[config.mk]
export PLATFORM = sky130hd
export DESIGN_NAME = fp_exception_trap_logic
export DESIGN_NICKNAME = d
export VERILOG_FILES = /design/src/core/fp_exc_pkg.sv /design/src/core/operand_class_if.sv /design/src/core/default_result_sel.sv /design/src/core/fp_exception_trap_logic.sv /design/src/core/invalid_detect.sv
export SDC_FILE = /design/constraint.sdc
export NUM_CORES = 1
export LEC_CHECK = 0
export BUFFER_PORTS_ARGS = -buffer_cell sky130_fd_sc_hd__buf_2
export CORE_MARGIN = 5
export CORE_UTILIZATION = 40
export DETAILED_ROUTE_END_ITERATION = 12
export PLACE_DENSITY = 0.73
export SLEW_MARGIN = 20
export SYNTH_ARGS = -nofsm -noshare
export SYNTH_HDL_FRONTEND = slang
export SYNTH_SLANG_ARGS = --single-unit
[constraint.sdc]
create_clock -name clk -period 2.3 [get_ports clk]
set_input_delay 0.23 -clock clk [delete_from_list [all_inputs] [get_ports clk]]
set_output_delay 0.23 -clock clk [all_outputs]
set_load 0.02 [all_outputs]
[src/core/fp_exc_pkg.sv]
// shared constants and types for the floating point exception unit
package fp_exc_pkg;
    // condition bit order inside every exception field
    localparam int unsigned EXC_W = 5;
    localparam int unsigned CAUSE_W = 6;
    localparam int unsigned BIT_INEXACT = 0;
    localparam int unsigned BIT_UNDERFLOW = 1;
    localparam int unsigned BIT_OVERFLOW = 2;
    localparam int unsigned BIT_DIVZERO = 3;
    localparam int unsigned BIT_INVALID = 4;
    localparam int unsigned BIT_UNIMPL = 5;
    // control register numbers on the control move port
    localparam logic [4:0] REG_EXCEPTIONS = 5'h1a;
    localparam logic [4:0] REG_ENABLES = 5'h1c;
    localparam logic [4:0] REG_CONTROL_STATUS = 5'h1f;
    // field positions
    localparam int unsigned CAUSE_LSB = 12;
    localparam int unsigned CAUSE_MSB = 17;
    localparam int unsigned EN_LSB = 7;
    localparam int unsigned EN_MSB = 11;
    localparam int unsigned FLAG_LSB = 2;
    localparam int unsigned FLAG_MSB = 6;
    localparam int unsigned RSEL_LSB = 0;
    localparam int unsigned RSEL_MSB = 1;
    localparam int unsigned ALIAS_FTZ_BIT = 2;
    localparam int unsigned CSR_FTZ_BIT = 24;
    // reset values: fields are undefined after reset, zero is used
    localparam logic [5:0] CAUSE_RST = 6'h00;
    localparam logic [4:0] EN_RST = 5'h00;
    localparam logic [4:0] FLAG_RST = 5'h00;
    localparam logic [31:0] RDATA_RST = 32'h0000_0000;

    typedef enum logic [1:0] {
        round_nearest_even,
        round_toward_zero,
        round_up_positive,
        round_down_negative
    } round_select_t;

    typedef enum logic [2:0] {
        op_add,
        op_sub,
        op_mul,
        op_div,
        op_sqrt,
        op_cvt_fix,
        op_cmp,
        op_move
    } op_kind_t;

    typedef enum logic [1:0] {
        res_computed,
        res_qnan,
        res_inf,
        res_max_finite
    } result_kind_t;
endpackage

[src/core/operand_class_if.sv]
// operand classification carried from the top to the invalid detector
`timescale 1ns/1ps
interface operand_class_if;
    fp_exc_pkg::op_kind_t kind;
    logic a_sign;
    logic a_zero;
    logic a_inf;
    logic a_snan;
    logic a_qnan;
    logic b_zero;
    logic b_inf;
    logic b_snan;
    logic b_sign;
    modport src (output kind, a_sign, a_zero, a_inf, a_snan, a_qnan,
        b_zero, b_inf, b_snan, b_sign);
    modport chk (input kind, a_sign, a_zero, a_inf, a_snan, a_qnan,
        b_zero, b_inf, b_snan, b_sign);
endinterface // operand_class_if

[src/core/default_result_sel.sv]
// default result choice for conditions taken without a trap
`timescale 1ns/1ps
module default_result_sel (
    input wire logic [4:0] cause, // ieee cause bits of the operation
    input wire logic [1:0] round_select, // active rounding select
    input wire logic sign, // intermediate result sign
    output fp_exc_pkg::result_kind_t kind // result to deliver
);
    always_comb
    begin
        kind = fp_exc_pkg::res_computed;
        if (cause[fp_exc_pkg::BIT_INVALID])
            kind = fp_exc_pkg::res_qnan;
        else if (cause[fp_exc_pkg::BIT_DIVZERO])
            kind = fp_exc_pkg::res_inf;
        else if (cause[fp_exc_pkg::BIT_OVERFLOW])
        begin
            // overflow wins over its companion inexact
            case (fp_exc_pkg::round_select_t'(round_select))
                fp_exc_pkg::round_nearest_even:
                    kind = fp_exc_pkg::res_inf;
                fp_exc_pkg::round_toward_zero:
                    kind = fp_exc_pkg::res_max_finite;
                fp_exc_pkg::round_up_positive:
                    kind = sign ? fp_exc_pkg::res_max_finite : fp_exc_pkg::res_inf;
                fp_exc_pkg::round_down_negative:
                    kind = sign ? fp_exc_pkg::res_inf : fp_exc_pkg::res_max_finite;
                default:
                    kind = fp_exc_pkg::res_inf;
            endcase
        end
    end
endmodule // default_result_sel

[src/core/fp_exception_trap_logic.sv]
// floating point exception, sticky flag and precise trap unit
`timescale 1ns/1ps
module fp_exception_trap_logic (
    input wire logic clk, // core clock
    input wire logic rst_b, // async reset, active low
    input wire logic clk_en, // freezes all state when low
    input wire logic ctl_wr, // control move write strobe
    input wire logic ctl_rd, // control move read strobe
    input wire logic [4:0] ctl_addr, // control register number
    input wire logic [31:0] ctl_wdata, // control move write data
    input wire logic op_valid, // operation issued this cycle
    input wire fp_exc_pkg::op_kind_t op_kind, // operation class
    input wire logic a_sign, // operand a sign
    input wire logic a_zero, // operand a is zero
    input wire logic a_inf, // operand a is infinity
    input wire logic a_snan, // operand a is signalling nan
    input wire logic a_qnan, // operand a is quiet nan
    input wire logic b_sign, // operand b sign
    input wire logic b_zero, // operand b is zero
    input wire logic b_inf, // operand b is infinity
    input wire logic b_snan, // operand b is signalling nan
    input wire logic b_qnan, // operand b is quiet nan
    input wire logic res_sign_in, // intermediate result sign
    input wire logic raw_overflow, // rounded result beyond largest finite
    input wire logic raw_tiny, // tiny nonzero result
    input wire logic raw_inexact, // rounded result not exact
    input wire logic raw_unimpl, // datapath cannot do this operation
    input wire logic cvt_overflow, // fixed conversion out of range
    input wire logic cmp_qnan_signals, // predicate signals on quiet nan
    output logic trap, // precise trap pulse
    output logic commit, // results may be written, pulse
    output fp_exc_pkg::result_kind_t res_kind, // result to deliver
    output logic res_sign, // sign of delivered result
    output logic [1:0] round_select, // active rounding select
    output logic flush_to_zero, // flush tiny values to zero
    output logic [31:0] ctl_rdata // control move read data
);
    ////////////////////////////////////////////////////////////////////////
    typedef struct packed {
        logic [5:0] cause;
        logic [4:0] enables;
        logic [4:0] flags;
        logic ftz;
        logic [1:0] rsel;
        logic trap;
        logic commit;
        fp_exc_pkg::result_kind_t kind;
        logic sign;
        logic [31:0] rdata;
    } state_t;

    state_t s_reg;
    state_t s_next;
    operand_class_if oc ();
    logic invalid;
    logic [4:0] ieee;
    logic [4:0] ieee_raw;
    logic [5:0] cause_op;
    logic arith;
    logic divzero;
    logic unf;
    logic inx;
    logic op_traps;
    fp_exc_pkg::result_kind_t dflt_kind;

    assign oc.kind = op_kind;
    assign oc.a_sign = a_sign;
    assign oc.a_zero = a_zero;
    assign oc.a_inf = a_inf;
    assign oc.a_snan = a_snan;
    // compares look at either quiet nan operand
    assign oc.a_qnan = a_qnan | (op_kind == fp_exc_pkg::op_cmp && b_qnan);
    assign oc.b_zero = b_zero;
    assign oc.b_inf = b_inf;
    assign oc.b_snan = b_snan;
    assign oc.b_sign = b_sign;

    invalid_detect u_invalid (
        .oc(oc.chk),
        .cvt_overflow(cvt_overflow),
        .cmp_qnan_signals(cmp_qnan_signals),
        .invalid(invalid)
    );

    default_result_sel u_dflt (
        .cause(ieee),
        .round_select(s_reg.rsel),
        .sign(res_sign_in),
        .kind(dflt_kind)
    );

    ////////////////////////////////////////////////////////////////////////
    // condition assembly for the issuing operation
    always_comb
    begin
        arith = op_valid && (op_kind != fp_exc_pkg::op_move);
        divzero = (op_kind == fp_exc_pkg::op_div) && b_zero && !a_zero &&
            !a_inf && !a_snan && !a_qnan;
        // flushed tiny results always report underflow and inexact
        unf = raw_tiny && (raw_inexact || s_reg.ftz ||
            s_reg.enables[fp_exc_pkg::BIT_UNDERFLOW]);
        inx = raw_inexact || (raw_tiny && s_reg.ftz);
        ieee_raw = 5'h00;
        ieee_raw[fp_exc_pkg::BIT_INVALID] = invalid;
        ieee_raw[fp_exc_pkg::BIT_DIVZERO] = divzero;
        ieee_raw[fp_exc_pkg::BIT_OVERFLOW] = raw_overflow;
        ieee_raw[fp_exc_pkg::BIT_UNDERFLOW] = unf;
        ieee_raw[fp_exc_pkg::BIT_INEXACT] = inx || raw_overflow;
        // keep only the highest condition; inexact rides with over or under
        ieee = ieee_raw;
        if (ieee_raw[fp_exc_pkg::BIT_INVALID])
            ieee = 5'h00 | (5'h01 << fp_exc_pkg::BIT_INVALID);
        else if (ieee_raw[fp_exc_pkg::BIT_DIVZERO])
            ieee = 5'h00 | (5'h01 << fp_exc_pkg::BIT_DIVZERO);
        else if (ieee_raw[fp_exc_pkg::BIT_OVERFLOW])
            ieee[fp_exc_pkg::BIT_UNDERFLOW] = 1'b0;
        cause_op = {1'b0, ieee};
        if (raw_unimpl)
            cause_op = 6'h20;
    end

    ////////////////////////////////////////////////////////////////////////
    // next state: control move first, then the operation
    always_comb
    begin
        s_next = s_reg;
        s_next.trap = 1'b0;
        s_next.commit = 1'b0;
        op_traps = 1'b0;
        if (ctl_wr)
        begin
            case (ctl_addr)
                fp_exc_pkg::REG_CONTROL_STATUS:
                begin
                    s_next.cause = ctl_wdata[fp_exc_pkg::CAUSE_MSB:fp_exc_pkg::CAUSE_LSB];
                    s_next.enables = ctl_wdata[fp_exc_pkg::EN_MSB:fp_exc_pkg::EN_LSB];
                    s_next.flags = ctl_wdata[fp_exc_pkg::FLAG_MSB:fp_exc_pkg::FLAG_LSB];
                    s_next.ftz = ctl_wdata[fp_exc_pkg::CSR_FTZ_BIT];
                    s_next.rsel = ctl_wdata[fp_exc_pkg::RSEL_MSB:fp_exc_pkg::RSEL_LSB];
                end
                fp_exc_pkg::REG_EXCEPTIONS:
                begin
                    s_next.cause = ctl_wdata[fp_exc_pkg::CAUSE_MSB:fp_exc_pkg::CAUSE_LSB];
                    s_next.flags = ctl_wdata[fp_exc_pkg::FLAG_MSB:fp_exc_pkg::FLAG_LSB];
                end
                fp_exc_pkg::REG_ENABLES:
                begin
                    // reserved write bits are dropped
                    s_next.enables = ctl_wdata[fp_exc_pkg::EN_MSB:fp_exc_pkg::EN_LSB];
                    s_next.ftz = ctl_wdata[fp_exc_pkg::ALIAS_FTZ_BIT];
                    s_next.rsel = ctl_wdata[fp_exc_pkg::RSEL_MSB:fp_exc_pkg::RSEL_LSB];
                end
                default:
                    s_next.cause = s_next.cause;
            endcase
            // any move that leaves an enabled cause set traps at once
            s_next.trap = (|(s_next.cause[4:0] & s_next.enables)) | s_next.cause[5];
        end
        if (arith)
        begin
            s_next.cause = cause_op;
            op_traps = (|(cause_op[4:0] & s_next.enables)) | cause_op[5];
            s_next.trap = op_traps;
            if (!op_traps)
            begin
                // sticky flags only gain bits, and only on completion
                s_next.flags = s_next.flags | cause_op[4:0];
                s_next.commit = 1'b1;
                s_next.kind = dflt_kind;
                s_next.sign = (dflt_kind == fp_exc_pkg::res_qnan) ? 1'b0 :
                    (divzero ? (a_sign ^ b_sign) : res_sign_in);
            end
            else
                s_next.commit = 1'b0;
        end
        else if (op_valid)
        begin
            // moves raise nothing and leave the cause field alone
            s_next.commit = 1'b1;
            s_next.kind = fp_exc_pkg::res_computed;
            s_next.sign = res_sign_in;
        end
        s_next.rdata = fp_exc_pkg::RDATA_RST;
        if (ctl_rd)
        begin
            case (ctl_addr)
                fp_exc_pkg::REG_CONTROL_STATUS:
                begin
                    s_next.rdata[fp_exc_pkg::CAUSE_MSB:fp_exc_pkg::CAUSE_LSB] =
                        s_reg.cause;
                    s_next.rdata[fp_exc_pkg::EN_MSB:fp_exc_pkg::EN_LSB] = s_reg.enables;
                    s_next.rdata[fp_exc_pkg::FLAG_MSB:fp_exc_pkg::FLAG_LSB] = s_reg.flags;
                    s_next.rdata[fp_exc_pkg::CSR_FTZ_BIT] = s_reg.ftz;
                    s_next.rdata[fp_exc_pkg::RSEL_MSB:fp_exc_pkg::RSEL_LSB] = s_reg.rsel;
                end
                fp_exc_pkg::REG_EXCEPTIONS:
                begin
                    s_next.rdata[fp_exc_pkg::CAUSE_MSB:fp_exc_pkg::CAUSE_LSB] =
                        s_reg.cause;
                    s_next.rdata[fp_exc_pkg::FLAG_MSB:fp_exc_pkg::FLAG_LSB] = s_reg.flags;
                end
                fp_exc_pkg::REG_ENABLES:
                begin
                    // bits 31:12 and 6:3 stay zero
                    s_next.rdata[fp_exc_pkg::EN_MSB:fp_exc_pkg::EN_LSB] =
                        s_reg.enables;
                    s_next.rdata[fp_exc_pkg::ALIAS_FTZ_BIT] = s_reg.ftz;
                    s_next.rdata[fp_exc_pkg::RSEL_MSB:fp_exc_pkg::RSEL_LSB] = s_reg.rsel;
                end
                default:
                    s_next.rdata = fp_exc_pkg::RDATA_RST;
            endcase
        end
    end

    always_ff @(posedge clk or negedge rst_b)
    begin
        if (!rst_b)
        begin
            s_reg <= '{cause: fp_exc_pkg::CAUSE_RST, enables: fp_exc_pkg::EN_RST,
                flags: fp_exc_pkg::FLAG_RST, ftz: 1'b0, rsel: 2'h0, trap: 1'b0,
                commit: 1'b0, kind: fp_exc_pkg::res_computed, sign: 1'b0,
                rdata: fp_exc_pkg::RDATA_RST};
        end
        else if (clk_en)
        begin
            s_reg <= s_next;
        end
    end

    assign trap = s_reg.trap;
    assign commit = s_reg.commit;
    assign res_kind = s_reg.kind;
    assign res_sign = s_reg.sign;
    assign round_select = s_reg.rsel;
    assign flush_to_zero = s_reg.ftz;
    assign ctl_rdata = s_reg.rdata;

    ////////////////////////////////////////////////////////////////////////
    // checks
    logic op_q;
    logic ev_q;
    logic rd_en_q;
    logic op_nw_q;
    logic mv_q;
    logic [1:0] rsel_q;
    always_ff @(posedge clk or negedge rst_b)
    begin
        if (!rst_b)
        begin
            op_q <= 1'b0;
            ev_q <= 1'b0;
            rd_en_q <= 1'b0;
            op_nw_q <= 1'b0;
            mv_q <= 1'b0;
            rsel_q <= 2'h0;
        end
        else
        begin
            op_q <= clk_en && arith;
            ev_q <= clk_en && (arith || ctl_wr);
            rd_en_q <= clk_en && ctl_rd && (ctl_addr == fp_exc_pkg::REG_ENABLES);
            // a same-cycle move may rewrite flags or cause, so skip those
            op_nw_q <= clk_en && arith && !ctl_wr;
            mv_q <= clk_en && op_valid && !arith && !ctl_wr;
            // rounding select that the operation really used
            rsel_q <= s_reg.rsel;
        end
    end
endmodule // fp_exception_trap_logic

[src/core/invalid_detect.sv]
// invalid operation detection from operand classes
`timescale 1ns/1ps
module invalid_detect (
    operand_class_if.chk oc, // operand classes
    input wire logic cvt_overflow, // converter saw out of range value
    input wire logic cmp_qnan_signals, // compare predicate signals on qnan
    output logic invalid // invalid operation condition
);
    logic arith;
    logic inf_sub;
    always_comb
    begin
        arith = (oc.kind != fp_exc_pkg::op_move);
        inf_sub = oc.a_inf && oc.b_inf &&
            ((oc.kind == fp_exc_pkg::op_add && (oc.a_sign != oc.b_sign)) ||
             (oc.kind == fp_exc_pkg::op_sub && (oc.a_sign == oc.b_sign)));
        invalid = 1'b0;
        if (arith && (oc.a_snan || oc.b_snan))
            invalid = 1'b1;
        case (oc.kind)
            fp_exc_pkg::op_add, fp_exc_pkg::op_sub:
                invalid = invalid | inf_sub;
            fp_exc_pkg::op_mul:
                invalid = invalid | (oc.a_zero && oc.b_inf) | (oc.a_inf && oc.b_zero);
            fp_exc_pkg::op_div:
                invalid = invalid | (oc.a_zero && oc.b_zero) | (oc.a_inf && oc.b_inf);
            fp_exc_pkg::op_sqrt:
                // minus zero is a legal root operand
                invalid = invalid | (oc.a_sign && !oc.a_zero && !oc.a_qnan);
            fp_exc_pkg::op_cvt_fix:
                invalid = invalid | cvt_overflow | oc.a_inf | oc.a_qnan;
            fp_exc_pkg::op_cmp:
                invalid = invalid | (cmp_qnan_signals && oc.a_qnan);
            default:
                invalid = invalid;
        endcase
    end
endmodule // invalid_detect

==> impl_metrics.env <==
export IMPL_synth_edf_count=0
export IMPL_overflow=0
export IMPL_timing_hold_ws_ps=75.2
export IMPL_crit_family="simple AND/OR/NAND/NOR gates"
export IMPL_detail_route_iter0_violations=197
export IMPL_switching_share_pct=29.4
export IMPL_grt_antenna_before_repair=0
export IMPL_ys_types=59
export IMPL_fillers=679
export IMPL_r2r_start="s_reg[46]"
export IMPL_diodes=0
export IMPL_min_path_type="input pin to asynchronous set/reset pin"
export IMPL_cts_setup_buffers=0
export IMPL_syn_inst=285
export IMPL_cts_root_buf="clkbuf_8"
export IMPL_fmax_mhz=500
export IMPL_global_route_usage_total_pct=17.9
export IMPL_ioPinCount=103
export IMPL_path_clk_slew_ps=80
export IMPL_r2r_setup_slack_ps=360
export IMPL_fin_setup_tns_ps=0
export IMPL_slew_violations=0
export IMPL_ir_drop_uv=261
export IMPL_cts_hold_buffers=0
export IMPL_crit_type="input pin to register"
export IMPL_drc_errors=0
export IMPL_async_flop_share_pct=100
export IMPL_synth_warnings=0
export IMPL_drive_above_1_share_pct=33.5
export IMPL_power_switching_mw=0.611
export IMPL_final_common_cell="buf_2"
export IMPL_routed_wl_mm=7.46
export IMPL_maxCapViolations=0
export IMPL_r2r_end="res_sign"
export IMPL_layout_nets=408
export IMPL_ys_ff_latch=43
export IMPL_gp_congestion=0.916
export IMPL_clk_latency_ps=290
export IMPL_clock_path_buffers=2
export IMPL_ys_flop_type="dfrtp_1"
export IMPL_netlist_area_um2=2770
export IMPL_chipHeight_um=93.2
export IMPL_avgRoutedWirePerCell_um=17.5
export IMPL_route_vias_total=2420
export IMPL_ant_nets=0
export IMPL_cts_resized=0
export IMPL_start_util_pct=41.0
export IMPL_grt_pass1_wl_mm=12.4
export IMPL_r2r_cells=5
export IMPL_worst_slew_pin_slew_ps=940
export IMPL_power_density_nw_per_um2=649
export IMPL_fin_crit_ps=2000
export IMPL_ys_seq_area_share_pct=38.8
export IMPL_grt_pass1_vias=2489
export IMPL_num_rows=30
export IMPL_seqPwrFrac_pct=43.4
export IMPL_cp_cell_sequence="buf_2 > or4b_1 > o31ai_1 > a21o_1 > and4_4 > a211oi_2 > mux2_4"
export IMPL_htreeDepth=2
export IMPL_io_buffers=76
export IMPL_crit_buf_inv=1
export IMPL_areaGrowthSynthToFinish_pct=15.6
export IMPL_required_ps=2480
export IMPL_p_int_mw=1.47
export IMPL_syn_avg_cell_area_um2=9.72
export IMPL_fin_worst_skew_ps=2.69
export IMPL_die_area_um2=8690
export IMPL_total_leakage_power_nw=1.57
export IMPL_mostFrequentLayoutCells="buf_2 (76), dfrtp_1 (43), a22o_1 (18)"
export IMPL_finalCritPeriodShare_pct=87.0
export IMPL_rsz0062_at_grt="false"
export IMPL_status="finished clean"
export IMPL_comb_power_share_pct=23.3
export IMPL_cp_max_fo=5
export IMPL_largest_reg_flops=19
export IMPL_maxSlewHeadroom_pct=37.4
export IMPL_setup_viol=0
export IMPL_slowest_stage="or4b_1"
export IMPL_cts_buffers_inserted=5
export IMPL_core_area_um2=6760
export IMPL_dpl_hpwl_mm=5.91
export IMPL_cts_sinks=43
export IMPL_grt_max_degree=44
export IMPL_crit_path_start_kind="input pin"
export IMPL_end_kind="register"
export IMPL_vias_per_cell=5.68
export IMPL_dieWidth_um=93.2
export IMPL_max_stage_delay_ps=590
export IMPL_power_frac_clock_pct=33.3
export IMPL_cp_arrival_ps=2180
export IMPL_first_pass_iters=5
export IMPL_final_hold_viol_count=0
export IMPL_cts_tree="built"
how the worst max path moves through the flow:
stage           startpoint       end  slack, ps  cells after the start
2_1_floorplan   op_kind[0]  res_sign        230                      7
3_3_place_gp   ctl_addr[0]  res_sign        100                      7
3_5_place_dp         a_inf  res_sign         60                      7
4_1_cts          s_reg[46]  res_sign        370                      5
5_1_grt              a_inf  res_sign        230                      7
6_report             a_inf  res_sign        300                      7
cell usage after synthesis (2+ instances only):
cell type	number	share of area, %
dfrtp_1	43	39
buf_4	36	9.8
a22o_1	18	5.7
nand2_1	17	2.3
nor2_1	16	2.2
mux2i_1	13	4.7
o21ai_0	12	2.2
clkbuf_1	9	1.2
a21oi_1	8	1.4
mux2_2	8	3.3
nor3_1	8	1.4
inv_1	7	0.95
nand3_1	7	1.3
o31ai_1	7	1.9
nand4_1	6	1.4
a21o_1	5	1.4
and3_1	5	1.1
a22oi_1	4	1.1
o211ai_1	4	1.1
o22ai_1	4	0.90
a32o_1	2	0.72
buf_2	2	0.36
nand3b_1	2	0.54
nor4_1	2	0.45
nor4b_1	2	0.63
o21a_1	2	0.54
o41ai_1	2	0.63
or2_2	2	0.45
xor2_1	2	0.63
area by class of cell:
cell class	count	area, µm²	share of cell area (%)
Multi-Input combinational cell	198	1380	43.2
Sequential cell	43	1080	33.6
Timing Repair Buffer	90	485	15.2
Tap cell	80	100	3.12
Clock buffer	6	72.6	2.26
Clock inverter	2	60.1	1.87
Inverter	7	26.3	0.820
per-stage QoR:
stage	cell area (µm²)	total power, mW	std cells	utilization [%]	setup WS [ps]
5_1_grt	3200	2.19	426	47.4	230
2_1_floorplan	2820	1.24	297	-	232
6_report	3200	2.08	426	47.4	299
4_1_cts	3200	2.09	426	47.4	366
3_3_place_gp	3070	1.39	418	45.5	97.3
3_5_place_dp	3070	1.40	418	45.5	59.0
power groups by stage:
stage / Combinational [mW] / Sequential (mW) / Clock, mW
global placement: 0.475 / 0.911 / 0
detailed placement: 0.481 / 0.917 / 0
floorplan: 0.335 / 0.908 / 0
finish: 0.485 / 0.902 / 0.694
CTS: 0.484 / 0.902 / 0.708
global route: 0.537 / 0.917 / 0.739
logic make-up after synthesis:
group	share of synthesized area (%)
XOR/XNOR	2.93
flip-flops	38.8
other	0.135
AND/OR/NAND/NOR	15.6
AO/OA/AOI/OAI	21.1
buffers and inverters	12.9
multiplexers	8.49
layer usage:
| metal | up-vias | wire (µm) | track usage [%] | share of wire (%) |
|---|---|---|---|---|
| li1 | 1131 | - | - | - |
| met1 | 1160 | 3340 | 23.5 | 45 |
| met2 | 113 | 3390 | 28.5 | 45 |
| met3 | 16 | 560 | 4.59 | 7.5 |
| met4 | 0 | 177 | 6.35 | 2.4 |
| met5 | - | 0 | 0 | 0 |
Power figures use the tool's default switching activity.
